==> config.mk <==
export PLATFORM = sky130hd
export DESIGN_NAME = legacy_timer_mode_clock_select
export DESIGN_NICKNAME = d
export VERILOG_FILES = /design/src/rtl/tmr_pkg.sv /design/src/rtl/legacy_timer_mode_clock_select.sv /design/src/rtl/tmr_prescaler.sv /design/src/rtl/tmr_count_source.sv
export SDC_FILE = /design/constraint.sdc
export NUM_CORES = 1
export LEC_CHECK = 0
export ABC_AREA = 1
export BUFFER_PORTS_ARGS = -buffer_cell sky130_fd_sc_hd__buf_2
export CELL_PAD_IN_SITES_DETAIL_PLACEMENT = 1
export CELL_PAD_IN_SITES_GLOBAL_PLACEMENT = 1
export CORE_UTILIZATION = 30
export CTS_BUF_LIST = sky130_fd_sc_hd__clkbuf_16
export DETAILED_ROUTE_END_ITERATION = 8
export MAX_ROUTING_LAYER = met4
export PLACE_DENSITY_LB_ADDON = 0.3
export SYNTH_ARGS = -nofsm -noshare
export SYNTH_HDL_FRONTEND = slang
export SYNTH_HIERARCHICAL = 1
export SYNTH_SLANG_ARGS = --single-unit
==> constraint.sdc <==
create_clock -name mclk -period 7 [get_ports mclk]
set_input_delay 0.7 -clock mclk [delete_from_list [all_inputs] [get_ports mclk]]
set_output_delay 0.7 -clock mclk [all_outputs]
set_load 0.03 [all_outputs]
==> src/rtl/tmr_pkg.sv <==
package tmr_pkg;
   // bus geometry
   localparam int ADDR_W = 8;
   localparam int DATA_W = 32;
   // register byte addresses
   localparam logic [7:0] ADDR_MODE = 8'h00;
   localparam logic [7:0] ADDR_CLK = 8'h04;
   localparam logic [7:0] ADDR_CTRL = 8'h08;
   localparam logic [7:0] ADDR_CNT0 = 8'h0C;
   localparam logic [7:0] ADDR_CNT1 = 8'h10;
   // reset values
   localparam logic [7:0] MODE_RESET = 8'h00;
   localparam logic [7:0] CLK_RESET = 8'h00;
   localparam logic [7:0] CNT_RESET = 8'h00;
   // field positions
   localparam int MODE_T0_LSB = 0;
   localparam int MODE_T1_LSB = 4;
   localparam int CLK_SCA_LSB = 0;
   localparam int CLK_T0SEL_BIT = 3;
   localparam int CLK_T1SEL_BIT = 4;
   localparam logic [7:0] CLK_IMPL_MASK = 8'h1B;
   localparam int CTRL_RUN0_BIT = 0;
   localparam int CTRL_RUN1_BIT = 1;
   localparam int CTRL_OVF0_BIT = 4;
   localparam int CTRL_OVF1_BIT = 5;
   // prescaler divisors
   localparam int DIV_A = 12;
   localparam int DIV_B = 4;
   localparam int DIV_C = 48;
   localparam int DIV_EXT = 8;
   // bus responses
   localparam logic [1:0] RESP_OKAY = 2'h0;
   localparam logic [1:0] RESP_SLVERR = 2'h2;
   typedef enum logic [1:0] {MODE_13BIT, MODE_16BIT, MODE_RELOAD8,
      MODE_SPLIT} tmode_t;
   typedef enum logic [1:0] {PRE_DIV12, PRE_DIV4, PRE_DIV48,
      PRE_EXT8} presc_t;
   // one nibble of the mode register
   typedef struct packed {
      logic gate;
      logic counterSel;
      tmode_t mode;
   } timer_cfg_t;
endpackage

==> src/rtl/legacy_timer_mode_clock_select.sv <==
// How it works
// - clock-control bits 7..5 always read zero, writes to them ignored
// - timer 1 counting pin edges ignores its clock-select bit
// - timer 1 timer function: select 0 prescaled clock, 1 system clock
// - timer 0 counting pin edges ignores its clock-select bit
// - timer 0 timer function: select 0 prescaled clock, 1 system clock
// - timer counts when run is set and gate clear or interrupt pin high; timer 1 holds in mode 3 and ignores run and gate while timer 0 is split
// - counter function advances once per pin high-to-low transition, except on timer 1 while timer 0 is split
// - prescaler: system clock /12, /4, /48, or external clock /8
// - split mode upper byte runs on timer 1 run, sets timer 1 flag
`timescale 1ns/100ps
module legacy_timer_mode_clock_select
   import tmr_pkg::*;
(
   input wire logic mclk, // system clock
   input wire logic rstn, // async reset, low
   input wire logic [tmr_pkg::ADDR_W-1:0] s_axi_awaddr, // write address
   input wire logic s_axi_awvalid, // write address valid
   output logic s_axi_awready, // write address ready
   input wire logic [tmr_pkg::DATA_W-1:0] s_axi_wdata, // write data
   input wire logic [3:0] s_axi_wstrb, // byte enables
   input wire logic s_axi_wvalid, // write data valid
   output logic s_axi_wready, // write data ready
   output logic [1:0] s_axi_bresp, // write response
   output logic s_axi_bvalid, // write response valid
   input wire logic s_axi_bready, // write response ready
   input wire logic [tmr_pkg::ADDR_W-1:0] s_axi_araddr, // read address
   input wire logic s_axi_arvalid, // read address valid
   output logic s_axi_arready, // read address ready
   output logic [tmr_pkg::DATA_W-1:0] s_axi_rdata, // read data
   output logic [1:0] s_axi_rresp, // read response
   output logic s_axi_rvalid, // read valid
   input wire logic s_axi_rready, // read ready
   input wire logic firstTimerCountPin, // timer 0 count input
   input wire logic secondTimerCountPin, // timer 1 count input
   input wire logic firstExtInterruptInputN, // timer 0 gate input
   input wire logic secondExtInterruptInputN, // timer 1 gate input
   input wire logic extClk, // external clock
   output logic firstTimerOverflowFlag, // timer 0 overflow, sticky
   output logic secondTimerOverflowFlag // timer 1 overflow, sticky
);
   // bus state
   logic awHeld_reg, awHeld_next, wHeld_reg, wHeld_next;
   logic [7:0] awAddr_reg, awAddr_next;
   logic [31:0] wData_reg, wData_next;
   logic [3:0] wStrb_reg, wStrb_next;
   logic bValid_reg, bValid_next, rValid_reg, rValid_next;
   logic [1:0] bResp_reg, bResp_next, rResp_reg, rResp_next;
   logic [31:0] rData_reg, rData_next;
   logic doWrite, okAddr;
   // block state
   logic [7:0] mode_reg, mode_next, clk_reg, clk_next;
   logic run0_reg, run0_next, run1_reg, run1_next;
   logic ovf0_reg, ovf0_next, ovf1_reg, ovf1_next;
   logic [7:0] tl0_reg, tl0_next, th0_reg, th0_next;
   logic [7:0] tl1_reg, tl1_next, th1_reg, th1_next;
   timer_cfg_t cfg0, cfg1;
   logic split, en0, en1, hiEn, hiTick, tick0, tick1, preTick;
   logic set0, set1, wrCnt0, wrCnt1;
   logic [16:0] st0, st1;
   // one count step for a timer pair in the given mode
   function automatic logic [16:0] step(tmode_t m, logic [7:0] hi,
      logic [7:0] lo);
      logic [13:0] s13;
      logic [16:0] s16;
      logic [8:0] s8;
      s13 = {1'b0, hi, lo[4:0]} + 14'h0001;
      s16 = {1'b0, hi, lo} + 17'h00001;
      s8 = {1'b0, lo} + 9'h001;
      case (m)
         MODE_13BIT: step = {s13[13], s13[12:5], lo[7:5], s13[4:0]};
         MODE_16BIT: step = s16;
         MODE_RELOAD8: step = s8[8] ? {1'b1, hi, hi} : {1'b0, hi, s8[7:0]};
         default: step = {s8[8], hi, s8[7:0]};
      endcase
   endfunction
   // shared prescaler
   tmr_prescaler u_presc (
      .mclk(mclk),
      .rstn(rstn),
      .sel(presc_t'(clk_reg[CLK_SCA_LSB +: 2])),
      .extClk(extClk),
      .tick(preTick)
   );
   // timer 0 count source
   tmr_count_source u_src0 (
      .mclk(mclk),
      .rstn(rstn),
      .clkSel(clk_reg[CLK_T0SEL_BIT]),
      .counterSel(cfg0.counterSel),
      .extAllowed(1'b1),
      .prescaleTick(preTick),
      .countPin(firstTimerCountPin),
      .tick(tick0)
   );
   // timer 1 count source, no pin clocking while timer 0 split
   tmr_count_source u_src1 (
      .mclk(mclk),
      .rstn(rstn),
      .clkSel(clk_reg[CLK_T1SEL_BIT]),
      .counterSel(cfg1.counterSel),
      .extAllowed(!split),
      .prescaleTick(preTick),
      .countPin(secondTimerCountPin),
      .tick(tick1)
   );
   // bus handshakes and outputs
   assign s_axi_awready = !awHeld_reg && !bValid_reg;
   assign s_axi_wready = !wHeld_reg && !bValid_reg;
   assign s_axi_arready = !rValid_reg;
   assign s_axi_bvalid = bValid_reg;
   assign s_axi_bresp = bResp_reg;
   assign s_axi_rvalid = rValid_reg;
   assign s_axi_rresp = rResp_reg;
   assign s_axi_rdata = rData_reg;
   assign firstTimerOverflowFlag = ovf0_reg;
   assign secondTimerOverflowFlag = ovf1_reg;
   assign doWrite = awHeld_reg && wHeld_reg;
   // bus next state and read mux
   always_comb
   begin
      awHeld_next = awHeld_reg;
      wHeld_next = wHeld_reg;
      awAddr_next = awAddr_reg;
      wData_next = wData_reg;
      wStrb_next = wStrb_reg;
      bValid_next = bValid_reg;
      bResp_next = bResp_reg;
      rValid_next = rValid_reg;
      rResp_next = rResp_reg;
      rData_next = rData_reg;
      okAddr = 1'b0;
      if (s_axi_awvalid && s_axi_awready)
      begin
         awHeld_next = 1'b1;
         awAddr_next = s_axi_awaddr;
      end
      if (s_axi_wvalid && s_axi_wready)
      begin
         wHeld_next = 1'b1;
         wData_next = s_axi_wdata;
         wStrb_next = s_axi_wstrb;
      end
      if (doWrite)
      begin
         awHeld_next = 1'b0;
         wHeld_next = 1'b0;
         bValid_next = 1'b1;
         case (awAddr_reg)
            ADDR_MODE, ADDR_CLK, ADDR_CTRL, ADDR_CNT0, ADDR_CNT1:
               okAddr = 1'b1;
            default: okAddr = 1'b0;
         endcase
         bResp_next = okAddr ? RESP_OKAY : RESP_SLVERR;
      end
      if (bValid_reg && s_axi_bready)
         bValid_next = 1'b0;
      if (s_axi_arvalid && s_axi_arready)
      begin
         rValid_next = 1'b1;
         rResp_next = RESP_OKAY;
         rData_next = 32'h0000_0000;
         case (s_axi_araddr)
            ADDR_MODE: rData_next[7:0] = mode_reg;
            ADDR_CLK: rData_next[7:0] = clk_reg & CLK_IMPL_MASK;
            ADDR_CTRL:
            begin
               rData_next[CTRL_RUN0_BIT] = run0_reg;
               rData_next[CTRL_RUN1_BIT] = run1_reg;
               rData_next[CTRL_OVF0_BIT] = ovf0_reg;
               rData_next[CTRL_OVF1_BIT] = ovf1_reg;
            end
            ADDR_CNT0: rData_next[15:0] = {th0_reg, tl0_reg};
            ADDR_CNT1: rData_next[15:0] = {th1_reg, tl1_reg};
            default: rResp_next = RESP_SLVERR;
         endcase
      end
      else if (rValid_reg && s_axi_rready)
         rValid_next = 1'b0;
   end
   always_ff @(posedge mclk or negedge rstn)
   begin
      if (!rstn)
      begin
         awHeld_reg <= 1'b0;
         wHeld_reg <= 1'b0;
         awAddr_reg <= 8'h00;
         wData_reg <= 32'h0000_0000;
         wStrb_reg <= 4'h0;
         bValid_reg <= 1'b0;
         bResp_reg <= RESP_OKAY;
         rValid_reg <= 1'b0;
         rResp_reg <= RESP_OKAY;
         rData_reg <= 32'h0000_0000;
      end
      else
      begin
         awHeld_reg <= awHeld_next;
         wHeld_reg <= wHeld_next;
         awAddr_reg <= awAddr_next;
         wData_reg <= wData_next;
         wStrb_reg <= wStrb_next;
         bValid_reg <= bValid_next;
         bResp_reg <= bResp_next;
         rValid_reg <= rValid_next;
         rResp_reg <= rResp_next;
         rData_reg <= rData_next;
      end
   end
   // configuration, counting and flags
   always_comb
   begin
      cfg0 = timer_cfg_t'(mode_reg[MODE_T0_LSB +: 4]);
      cfg1 = timer_cfg_t'(mode_reg[MODE_T1_LSB +: 4]);
      split = (cfg0.mode == MODE_SPLIT);
      en0 = run0_reg && (!cfg0.gate || firstExtInterruptInputN);
      if (split)
         en1 = (cfg1.mode != MODE_SPLIT);
      else
         en1 = run1_reg && (!cfg1.gate || secondExtInterruptInputN)
            && (cfg1.mode != MODE_SPLIT);
      hiEn = split && run1_reg;
      hiTick = clk_reg[CLK_T0SEL_BIT] || preTick;
      st0 = step(cfg0.mode, th0_reg, tl0_reg);
      st1 = step(cfg1.mode, th1_reg, tl1_reg);
      wrCnt0 = doWrite && (awAddr_reg == ADDR_CNT0);
      wrCnt1 = doWrite && (awAddr_reg == ADDR_CNT1);
      mode_next = mode_reg;
      clk_next = clk_reg;
      run0_next = run0_reg;
      run1_next = run1_reg;
      tl0_next = tl0_reg;
      th0_next = th0_reg;
      tl1_next = tl1_reg;
      th1_next = th1_reg;
      set0 = 1'b0;
      set1 = 1'b0;
      if (tick0 && en0)
      begin
         tl0_next = st0[7:0];
         if (!split)
            th0_next = st0[15:8];
         set0 = st0[16];
      end
      if (hiEn && hiTick)
      begin
         th0_next = th0_reg + 8'h01;
         set1 = (th0_reg == 8'hFF);
      end
      if (tick1 && en1)
      begin
         {th1_next, tl1_next} = st1[15:0];
         if (!split)
            set1 = st1[16];
      end
      ovf0_next = ovf0_reg;
      ovf1_next = ovf1_reg;
      if (doWrite && wStrb_reg[0])
      begin
         case (awAddr_reg)
            ADDR_MODE: mode_next = wData_reg[7:0];
            ADDR_CLK: clk_next = wData_reg[7:0] & CLK_IMPL_MASK;
            ADDR_CTRL:
            begin
               run0_next = wData_reg[CTRL_RUN0_BIT];
               run1_next = wData_reg[CTRL_RUN1_BIT];
               if (wData_reg[CTRL_OVF0_BIT])
                  ovf0_next = 1'b0;
               if (wData_reg[CTRL_OVF1_BIT])
                  ovf1_next = 1'b0;
            end
            default: ;
         endcase
      end
      // software load wins over a count step
      if (wrCnt0 && wStrb_reg[0])
         tl0_next = wData_reg[7:0];
      if (wrCnt0 && wStrb_reg[1])
         th0_next = wData_reg[15:8];
      if (wrCnt1 && wStrb_reg[0])
         tl1_next = wData_reg[7:0];
      if (wrCnt1 && wStrb_reg[1])
         th1_next = wData_reg[15:8];
      // hardware set wins over software clear
      ovf0_next = ovf0_next | set0;
      ovf1_next = ovf1_next | set1;
   end
   always_ff @(posedge mclk or negedge rstn)
   begin
      if (!rstn)
      begin
         mode_reg <= MODE_RESET;
         clk_reg <= CLK_RESET;
         run0_reg <= 1'b0;
         run1_reg <= 1'b0;
         ovf0_reg <= 1'b0;
         ovf1_reg <= 1'b0;
         tl0_reg <= CNT_RESET;
         th0_reg <= CNT_RESET;
         tl1_reg <= CNT_RESET;
         th1_reg <= CNT_RESET;
      end
      else
      begin
         mode_reg <= mode_next;
         clk_reg <= clk_next;
         run0_reg <= run0_next;
         run1_reg <= run1_next;
         ovf0_reg <= ovf0_next;
         ovf1_reg <= ovf1_next;
         tl0_reg <= tl0_next;
         th0_reg <= th0_next;
         tl1_reg <= tl1_next;
         th1_reg <= th1_next;
      end
   end
   a_clk_top_zero: assert property (@(posedge mclk) disable iff (!rstn)
      (s_axi_arvalid && s_axi_arready && s_axi_araddr == ADDR_CLK)
      |=> (s_axi_rvalid && s_axi_rdata[7:5] == 3'h0))
      else $error("clock register top bits not zero");
   a_gate_blocks: assert property (@(posedge mclk) disable iff (!rstn)
      (!en0 && !wrCnt0 && !split) |=> (tl0_reg == $past(tl0_reg)))
      else $error("timer 0 counted while disabled");
   a_reload_value: assert property (@(posedge mclk) disable iff (!rstn)
      (cfg0.mode == MODE_RELOAD8 && tick0 && en0 && tl0_reg == 8'hFF
      && !wrCnt0) |=> (tl0_reg == $past(th0_reg) && ovf0_reg))
      else $error("auto-reload did not reload");
   a_split_flag: assert property (@(posedge mclk) disable iff (!rstn)
      (hiEn && hiTick && th0_reg == 8'hFF) |=> ovf1_reg)
      else $error("split upper byte overflow not flagged");
   a_write_answer: assert property (@(posedge mclk) disable iff (!rstn)
      (s_axi_awvalid && s_axi_awready && s_axi_wvalid && s_axi_wready)
      |=> ##1 s_axi_bvalid)
      else $error("write response late");
endmodule

==> src/rtl/tmr_prescaler.sv <==
`timescale 1ns/100ps
module tmr_prescaler
   import tmr_pkg::*;
(
   input wire logic mclk, // system clock
   input wire logic rstn, // async reset, low
   input wire tmr_pkg::presc_t sel, // prescale select
   input wire logic extClk, // external clock, sync to mclk
   output logic tick // one-cycle prescaled pulse
);
   logic [5:0] cnt_reg, cnt_next;
   logic extPrev_reg, extPrev_next;
   logic [5:0] limit;
   logic step;

   // divider count and limit per select
   always_comb
   begin
      extPrev_next = extClk;
      step = 1'b1;
      case (sel)
         PRE_DIV12: limit = 6'(DIV_A - 1);
         PRE_DIV4: limit = 6'(DIV_B - 1);
         PRE_DIV48: limit = 6'(DIV_C - 1);
         PRE_EXT8:
         begin
            limit = 6'(DIV_EXT - 1);
            step = extClk & ~extPrev_reg;
         end
         default: limit = 6'(DIV_A - 1);
      endcase
      tick = step && (cnt_reg >= limit);
      cnt_next = cnt_reg;
      if (step)
         cnt_next = (cnt_reg >= limit) ? 6'h00 : cnt_reg + 6'h01;
   end

   always_ff @(posedge mclk or negedge rstn)
   begin
      if (!rstn)
      begin
         cnt_reg <= 6'h00;
         extPrev_reg <= 1'b0;
      end
      else
      begin
         cnt_reg <= cnt_next;
         extPrev_reg <= extPrev_next;
      end
   end

   a_div4_period: assert property (@(posedge mclk) disable iff (!rstn)
      (tick && sel == PRE_DIV4) ##1 (sel == PRE_DIV4 && !tick)[*3]
      |=> tick)
      else $error("divide-by-4 tick period wrong");
endmodule

==> src/rtl/tmr_count_source.sv <==
`timescale 1ns/100ps
module tmr_count_source
(
   input wire logic mclk, // system clock
   input wire logic rstn, // async reset, low
   input wire logic clkSel, // 1 system clock, 0 prescaled
   input wire logic counterSel, // 1 count pin edges
   input wire logic extAllowed, // pin may clock the timer
   input wire logic prescaleTick, // shared prescaled pulse
   input wire logic countPin, // external count input
   output logic tick // one-cycle count strobe
);
   logic pinPrev_reg, pinPrev_next;
   logic fall;

   // falling-edge detect and source choice
   always_comb
   begin
      pinPrev_next = countPin;
      fall = pinPrev_reg & ~countPin;
      if (counterSel && extAllowed)
         tick = fall;
      else if (clkSel)
         tick = 1'b1;
      else
         tick = prescaleTick;
   end

   always_ff @(posedge mclk or negedge rstn)
   begin
      if (!rstn)
         pinPrev_reg <= 1'b1;
      else
         pinPrev_reg <= pinPrev_next;
   end

   a_pin_edge_only: assert property (@(posedge mclk) disable iff (!rstn)
      (counterSel && extAllowed) |-> (tick == ($past(countPin) && !countPin)))
      else $error("counter tick not tied to pin fall");
   a_sel_ignored: assert property (@(posedge mclk) disable iff (!rstn)
      (counterSel && extAllowed && clkSel && countPin) |-> !tick)
      else $error("clock select leaked into counter mode");
   a_timer_source: assert property (@(posedge mclk) disable iff (!rstn)
      !counterSel |-> (tick == (clkSel || prescaleTick)))
      else $error("timer source select wrong");
endmodule

==> results of run 1 <==
[cells in the mapped netlist, types with 2 or more instances]
library cell    n  share of area
nor3_2          2         0.0030
nor2_4          3         0.0050
nor2_1         84          0.047
conb_1          2         0.0011
o22ai_1        25          0.023
o2111ai_1       3         0.0039
mux2_2          8          0.013
buf_4          18          0.020
nor3_1         11         0.0082
nand3_2         2         0.0030
clkbuf_1        8         0.0045
a21oi_1        43          0.032
nand4_1        15          0.014
o21ai_2         2         0.0026
o21bai_1        5         0.0056
buf_6           2         0.0033
o21ai_0        79          0.059
o211ai_1        5         0.0056
nor2_8          2         0.0059
nand2_2         4         0.0037
buf_2           9         0.0067
nand3_1        77          0.057
clkbuf_2        2         0.0015
nand2_1       261           0.15
nand3b_1        4         0.0045
ha_1            7          0.013
or2_2           2         0.0019
o21ai_1         2         0.0015
o221ai_1        5         0.0065
dfstp_2         2         0.0078
inv_1         134          0.075
nor2_2          6         0.0056
xor2_1          9          0.012
dfrtp_1       103           0.38
[layout by cell type (no fill, tap or decap), types with 7 or more instances in the layout]
cell,count
o21ai_0,79
a21oi_1,43
o22ai_1,25
clkbuf_16,9
dfrtp_1,103
nor2_1,84
nor3_1,11
nand4_1,15
mux2_2,8
nand2_1,261
inv_1,134
conb_1,19
xor2_1,9
buf_2,69
nand3_1,77
ha_1,7
[how the worst max path moves through the flow]
stage	from	endpoint
finish	clk_reg[1]	th0_reg[0]
global route	clk_reg[1]	th0_reg[0]
floorplan	clk_reg[0]	th0_reg[0]
global placement	clk_reg[1]	th0_reg[0]
CTS	clk_reg[1]	th0_reg[7]
detailed placement	clk_reg[1]	th0_reg[7]
[logic make-up (layout without fill, tap and decap cells)]
logic type / Yosys count / count (layout) / share of synthesized area
AND/OR/NAND/NOR: 477 / 477 / 0.3110
buffers and inverters: 176 / 223 / 0.1128
other: 2 / 19 / 0.001115
flip-flops: 105 / 105 / 0.3906
AO/OA/AOI/OAI: 174 / 174 / 0.1451
adder cells (fa/ha/maj): 7 / 7 / 0.01301
XOR/XNOR: 10 / 10 / 0.01301
multiplexers: 8 / 8 / 0.01338
[layer usage]
metal | global-route usage | vias up | part of all wire
li1 | - | 3204 | -
met1 | 0.2711 | 3115 | 0.49
met2 | 0.3152 | 118 | 0.47
met3 | 0.02510 | 21 | 0.034
met4 | 0.05190 | 0 | 0.015
met5 | - | - | 0
[per-stage QoR]
stage	hold WS [ns]	utilization	instance area, um2
floorplan	0.4044	-	6798
global placement	0.4605	0.3317	7262
detailed placement	0.4647	0.3317	7262
CTS	0.3553	0.3445	7541
global route	0.3755	0.3445	7541
finish	0.3282	0.3445	7541
[area by class of cell]
| cell class | instances | area (um2) | share of cell area |
|---|---|---|---|
| Multi-Input combinational cell | 695 | 3408 | 0.4520 |
| Tap cell | 280 | 350.3 | 0.04646 |
| Clock inverter | 7 | 53.80 | 0.007135 |
| Sequential cell | 105 | 2630 | 0.3488 |
| Inverter | 136 | 513.0 | 0.06803 |
| Clock buffer | 9 | 225.2 | 0.02987 |
| Timing Repair Buffer | 71 | 360.3 | 0.04779 |
[power breakdown]
part	internal, mW	switching (mW)	total [mW]
logic	0.402	0.897	1.30
clock network	0.246	0.252	0.497
registers	0.764	0.167	0.931
[worst max-delay path, cell delays in order (launching register included)]
cell     delay [ns]
dfrtp_1        0.42
inv_1          0.09
or2_2          0.28
ha_1           0.26
or2_1          0.13
nand2_2        0.08
nor2_2         0.23
o21ai_0        0.12
nand2_1        0.08
nand3_1        0.17
o21ai_0        0.44
inv_1          0.08
nand2_1        0.24
inv_1          0.17
nand2_1        0.08
o21ai_1        0.06
==> results.yml, run 1 <==
drt:
  wl_per_cell_um: 16.72
  firstDrtPassIters: 5
  drt-vias-per-instance: 4.956
  drt-initial-drc-count: 333
  route.vias.total: 6458
  postRouteAntennaNets: 0
  wirelength_um: 21780
  drcViolationCount: 0
placed_design:
  preCtsSetupSlack_ns: 3.964
  place.gp.congestion: 0.8932
  dp.cells: 1287
  port_buffers: 70
  dp_hpwl_um: 17040
yosys:
  ys_async_sr_fraction: 1.000
  synth-edff-count: 0
  yosys_warnings: 6
  synth-seq-cells: 105
  synth.distinct_cells: 47
  avgSynthCellArea_um2: 7.022
  yosysSeqAreaShare: 0.3906
  netlist_area_mm2: 0.006734
  synth_flop_cell: "dfrtp_1"
  netlist_instances: 959
floorplanning:
  start_util: 0.3076
  rows: 54
  dieArea_mm2: 0.02305
  coreArea_mm2: 0.02189
  die_height_um: 151.8
  die_w_um: 151.8
  ios: 107
global_routing:
  first_global_vias: 6481
  antenna_found_initial: 0
  grt_max_degree: 63
  gr-total-overflow: 0
  grt_usage: 0.2002
  grt_pass1_wl_um: 35380
critical_path:
  startpoint_type: "register"
  required_ns: 7.24
  path_max_fanout: 9
  crit_type: "reg -> reg"
  critPathArrivalTime_ns: 3.29
  rrSetupSlack_ns: 3.95
  cp-end-kind: "register"
  rr_startpoint: "clk_reg[1]"
  reg2reg_depth: 15
  r2r_end: "th0_reg[0]"
clock_network:
  cts-root-buf: "clkbuf_16"
  post_cts_buffers: 0
  cts.clk_slew.worst_paths_ns: 0.08
  cts_buffers: 9
  cts_tree: "yes"
  clock_path_buffers: 2
  cts.htree.levels: 3
  cts_resized: 0
  clock_sinks: 105
  clk_latency_ns: 0.36
  cts_hold_buffers: 0
job:
  drv_cap: 0
pwr:
  p_leak_nw: 3.967
  power_density_mw_per_mm2: 361.6
  ir_drop_mv: 0.2989
  report.power.total_mw: 2.727
sta:
  min_period_over_period: 0.4351
  relSlewSlack: 0.2235
  finalSetupViolations: 0
  tightest_slew_ns: 1.162
  skew_ns: 0.01275
  hold_viol: 0
  layout_min_cycle_time_ns: 3.046
  fin_setup_tns_ns: 0
  maxSlewViolCount: 0
  fmax_mhz: 328.3
  layout_setup_ws_ns: 3.954
  rsz0062_at_grt: "no"
final_layout:
  layout.cells.non_filler: 1303
  syn_to_final_growth_pct: 11.98
  antenna_cells: 0
  fillers: 2826
  finish.net_count: 1089
  layout-drive-gt1-share: 0.1202
min_path:
  hold_path.class: "in -> async"
status:
  status: "complete, no violations"
Power figures use the tool's default switching activity.
==> inputs of run 2 (changes only) <==
==> constraint.sdc (replaced) <==
create_clock -name mclk -period 3.2 [get_ports mclk]
set_input_delay 0.32 -clock mclk [delete_from_list [all_inputs] [get_ports mclk]]
set_output_delay 0.32 -clock mclk [all_outputs]
set_load 0.03 [all_outputs]
==> run 2 against run 1 <==
- clock skew fell by 0.00074 ns
- combinational power increased by 120%
- maximum frequency increased by 6.1%
- sequential share of layout area fell by 0.21 points
- final cell count rose by 0.38%
- global-route usage decreased by 0.19 points
- core utilization grew 0.21 points
- non-clock buffer count up 5
- register-to-register slack worse by 3.6 ns
- worst setup slack worse by 3.6 ns
- critical path type unchanged
==> results.yml, run 2 (synthesized netlist as in run 1, its figures left out) <==
critical_path:
  rr_startpoint: "clk_reg[1]"
  rrSetupSlack_ns: 0.33
  required_ns: 3.45
  cp-end-kind: "register"
  crit_type: "reg -> reg"
  r2r_end: "th0_reg[7]"
  reg2reg_depth: 15
  path_max_fanout: 9
  critPathArrivalTime_ns: 3.12
  startpoint_type: "register"
floorplanning:
  start_util: 0.3076
  rows: 54
  coreArea_mm2: 0.02189
  die_w_um: 151.8
  die_height_um: 151.8
  dieArea_mm2: 0.02305
  ios: 107
clock_network:
  cts.clk_slew.worst_paths_ns: 0.08
  cts-root-buf: "clkbuf_16"
  cts_tree: "yes"
  post_cts_buffers: 0
  cts_resized: 0
  clock_path_buffers: 2
  cts.htree.levels: 3
  cts_buffers: 9
  clk_latency_ns: 0.36
  clock_sinks: 105
global_routing:
  antenna_found_initial: 0
  grt_pass1_wl_um: 35220
  grt_usage: 0.1983
  gr-total-overflow: 0
  grt_max_degree: 63
  first_global_vias: 6440
pwr:
  p_leak_nw: 3.996
  power_density_mw_per_mm2: 785.7
  ir_drop_mv: 0.3851
  report.power.total_mw: 5.961
sta:
  skew_ns: 0.01200
  fin_setup_tns_ns: 0
  fmax_mhz: 348.3
  tightest_slew_ns: 0.7443
  layout_min_cycle_time_ns: 2.871
  min_period_over_period: 0.8971
  hold_viol: 0
  rsz0062_at_grt: "no"
  finalSetupViolations: 0
  maxSlewViolCount: 0
  relSlewSlack: 0.5026
placed_design:
  place.gp.congestion: 0.8903
  port_buffers: 70
  dp_hpwl_um: 17040
drt:
  postRouteAntennaNets: 0
  drt-vias-per-instance: 4.962
  firstDrtPassIters: 5
  drt-initial-drc-count: 281
  drcViolationCount: 0
  wirelength_um: 21740
  route.vias.total: 6490
  wl_per_cell_um: 16.62
final_layout:
  syn_to_final_growth_pct: 12.67
  layout_commonest_cell: "nand2_1"
  layout-drive-gt1-share: 0.1226
  antenna_cells: 0
  finish.net_count: 1094
  mostFrequentLayoutCells: "nand2_1 (261), inv_1 (136), dfrtp_1 (103), nor2_1 (84), o21ai_0 (79)"
job:
  drv_cap: 0
status:
  status: "complete, no violations"
min_path:
  hold_path.class: "in -> reg"
  min_from: "secondTimerCountPin"
  holdPathEnd: "u_src1/pinPrev_reg"
  hold_path_depth: 1
## run 2: cell types whose count changed in the layout (fill, tap and decap cells not counted), sizes merged
cell / change
clkinv: -1
dlygate4sd3: +1
buf: +4
inv: +1
## run 2: critical path: stages (launching register included)
cell and delay, ns:
dfrtp_1 0.40, inv_1 0.08, or2_2 0.27, ha_1 0.26, or2_1 0.12, nand2_2 0.08, nor2_2 0.12, o21ai_0 0.09
nand2_1 0.08, nand3_1 0.16, o21ai_0 0.43, inv_1 0.08, nand2_1 0.25, inv_1 0.17, nand2_1 0.10, nand2_1 0.06
## run 2: what timing repair did
| action | 4_1_cts | 5_1_grt |
|---|---|---|
| hold endpoints to repair | 6 | 0 |
| endpoints found under the setup margin | 0 | 0 |
| hold buffers | 1 | 0 |
## run 2: cell type report
cell class                 count  area (um2)
timing repair buffer          76       412.9
clock buffer                   9       225.2
fill                        2811       14300
inverter                     136       513.0
sequential                   105        2630
tap                          280       350.3
clock inverter                 7       47.55
multi-input combinational    695        3408
## run 2: layer usage
metal	global-route usage	vias up	routed length [um]
li1	-	3216	-
met1	0.2725	3119	10700
met2	0.3069	132	9844
met3	0.02510	23	803
met4	0.05238	0	390
met5	-	-	0
## run 2: how the worst max path moves through the flow
stage	slack [ns]	cells past startpoint	start	end
2_1_floorplan	0.92	14	clk_reg[0]	th0_reg[0]
3_3_place_gp	0.39	15	clk_reg[1]	th0_reg[0]
3_5_place_dp	0.35	15	clk_reg[1]	th0_reg[7]
4_1_cts	0.30	15	clk_reg[1]	th0_reg[7]
5_1_grt	0.01	15	clk_reg[1]	th0_reg[0]
6_report	0.33	15	clk_reg[1]	th0_reg[7]
## run 2: power breakdown
| part | internal (mW) | total [mW] | switching (mW) |
|---|---|---|---|
| Combinational | 0.897 | 2.85 | 1.95 |
| Clock | 0.529 | 1.07 | 0.537 |
| Sequential | 1.67 | 2.04 | 0.371 |
## run 2: metrics by stage
stage	hold WS, ns	instance area, um2	utilization	setup WS [ns]	instances
6_report	0.07252	7587	0.3466	0.3291	1308
4_1_cts	0.06320	7587	0.3466	0.3016	1308
5_1_grt	0.06370	7587	0.3466	0.01178	1308
3_3_place_gp	0.3698	7305	0.3337	0.3942	1291
2_1_floorplan	0.02441	6798	-	0.9169	976
3_5_place_dp	0.3756	7305	0.3337	0.3483	1291
==> inputs of run 3 (changes only) <==
--- a/config.mk
+++ b/config.mk
@@ -14,6 +14,7 @@
 export DETAILED_ROUTE_END_ITERATION = 8
 export MAX_ROUTING_LAYER = met4
 export PLACE_DENSITY_LB_ADDON = 0.3
+export RECOVER_POWER = 100
 export SYNTH_ARGS = -nofsm -noshare
 export SYNTH_HDL_FRONTEND = slang
 export SYNTH_HIERARCHICAL = 1
==> run 3 against run 2 <==
- die area unchanged
- sequential power barely moved
- register-to-register slack hardly changed
- first-iteration DRC count rose by 9.3%
- maximum frequency rose by 0.11%
- sequential share of layout area rose by 0.27 points
- largest cell class unchanged
- worst setup slack gained 0.0032 ns
- largest power group unchanged
- cell area is 0.78% lower
- highest routed layer unchanged
==> results.yml, run 3 (synthesized netlist as in run 1, its figures left out) <==
status:
  status: "complete, no violations"
sta:
  hold_slack_ns: 0.06341
  layout_min_cycle_time_ns: 2.868
  rsz0062_at_grt: "no"
  layout_setup_ws_ns: 0.3323
  fin_setup_tns_ns: 0
  finalSetupViolations: 0
  min_period_over_period: 0.8962
  hold_viol: 0
  fmax_mhz: 348.7
  tightest_slew_ns: 1.472
  maxSlewViolCount: 0
  skew_ns: 0.01189
  relSlewSlack: 0.01850
final_layout:
  layout_commonest_cell: "nand2_1"
  post-route-util: 0.3439
  finish.instance_area_mm2: 0.007528
  antenna_cells: 0
  layout.cells.non_filler: 1308
  layout-drive-gt1-share: 0.09241
  finish.net_count: 1094
  syn_to_final_growth_pct: 11.80
  mostFrequentLayoutCells: "nand2_1 (261), inv_1 (136), dfrtp_1 (103), nor2_1 (84), o21ai_0 (79)"
floorplanning:
  coreArea_mm2: 0.02189
  die_height_um: 151.8
  rows: 54
  dieArea_mm2: 0.02305
  start_util: 0.3076
  die_w_um: 151.8
  ios: 107
placed_design:
  place_area_mm2: 0.007305
  place.gp.congestion: 0.8903
  preCtsSetupSlack_ns: 0.3483
  dp_hpwl_um: 17040
  dp.cells: 1291
  port_buffers: 70
critical_path:
  rrSetupSlack_ns: 0.33
  critPathArrivalTime_ns: 3.11
  required_ns: 3.45
  reg2reg_depth: 15
  cp-end-kind: "register"
  cp_slowest_cell: "o21ai_0"
  startpoint_type: "register"
  path_max_fanout: 9
  crit_type: "reg -> reg"
  r2r_end: "th0_reg[7]"
  max_stage_delay_ns: 0.42
  cp_cell_sequence: "inv_1, or2_2, ha_1, or2_1, nand2_2, nor2_2, o21ai_0, nand2_1, nand3_1, o21ai_0, inv_1, nand2_1, inv_1, nand2_1, nand2_1"
  cpMostUsedCell: "nand2_1"
  rr_startpoint: "clk_reg[1]"
drt:
  wl_per_cell_um: 16.67
  wirelength_um: 21800
  firstDrtPassIters: 5
  drt-initial-drc-count: 307
  route.vias.total: 6526
  postRouteAntennaNets: 0
  drt-vias-per-instance: 4.989
  drcViolationCount: 0
min_path:
  hold_path_depth: 1
  min_from: "secondTimerCountPin"
  hold_path.class: "in -> reg"
  holdPathEnd: "u_src1/pinPrev_reg"
clock_network:
  cts_tree: "yes"
  cts-root-buf: "clkbuf_16"
  clk_latency_ns: 0.36
  clock_path_buffers: 2
  cts.clk_slew.worst_paths_ns: 0.08
  post_cts_buffers: 0
  cts.htree.levels: 3
  cts_buffers: 9
  clock_sinks: 105
global_routing:
  grt_max_degree: 63
  grt_usage: 0.1983
  first_global_vias: 6440
  grt_pass1_wl_um: 35220
  antenna_found_initial: 0
  gr-total-overflow: 0
pwr:
  p_leak_nw: 3.883
  ir_drop_mv: 0.3724
  power_density_mw_per_mm2: 789.7
  report.power.total_mw: 5.946
job:
  drv_cap: 0
-- run 3: cell count changes in the layout (fill, tap and decap cells not counted) --
cell      change
buf_4         -3
buf_2        -29
clkbuf_2      +1
clkbuf_1     +31
buf_12        -1
clkbuf_4      +1
-- run 3: how the worst max path moves through the flow --
stage                     startpoint         end  slack (ns)  depth (start not counted)
final                     clk_reg[1]  th0_reg[7]        0.33                         15
after CTS                 clk_reg[1]  th0_reg[7]        0.30                         15
after detailed placement  clk_reg[1]  th0_reg[7]        0.35                         15
after global placement    clk_reg[1]  th0_reg[0]        0.39                         15
after floorplan           clk_reg[0]  th0_reg[0]        0.92                         14
after global routing      clk_reg[1]  th0_reg[0]        0.02                         15
-- run 3: repair_timing --
action                                 4_1_cts  5_1_grt
hold buffers                                 1        0
endpoints found under the hold margin        6        0
gates resized for setup                      0        0
-- run 3: worst max-delay path: cells and delay by family (launching register included) --
family	cells	cell delay [ns]
AND/OR/NAND/NOR	9	1.24
AO/OA/AOI/OAI	2	0.51
adder cells (fa/ha/maj)	1	0.26
flip-flops	1	0.40
buffers and inverters	3	0.33
-- run 3: report_power, final --
part | leakage [nW] | internal, mW | switching [mW]
combinational | 2.48 | 0.873 | 1.96
sequential | 1.26 | 1.67 | 0.373
clock | 0.142 | 0.529 | 0.537
-- run 3: final cells by class --
class / count / area (um2)
repair buffers: 76 / 354.1
clock buffers: 9 / 225.2
well taps: 280 / 350.3
flip-flops and latches: 105 / 2630
clock inverters: 7 / 47.55
multi-input cells: 695 / 3408
inverters: 136 / 513.0
fillers: 2823 / 14360
-- run 3: metal layers --
layer	global-route usage	up-vias	part of all wire
li1	-	3225	-
met1	0.2725	3135	0.49
met2	0.3069	141	0.45
met3	0.02510	25	0.038
met4	0.05238	0	0.018
met5	-	-	0
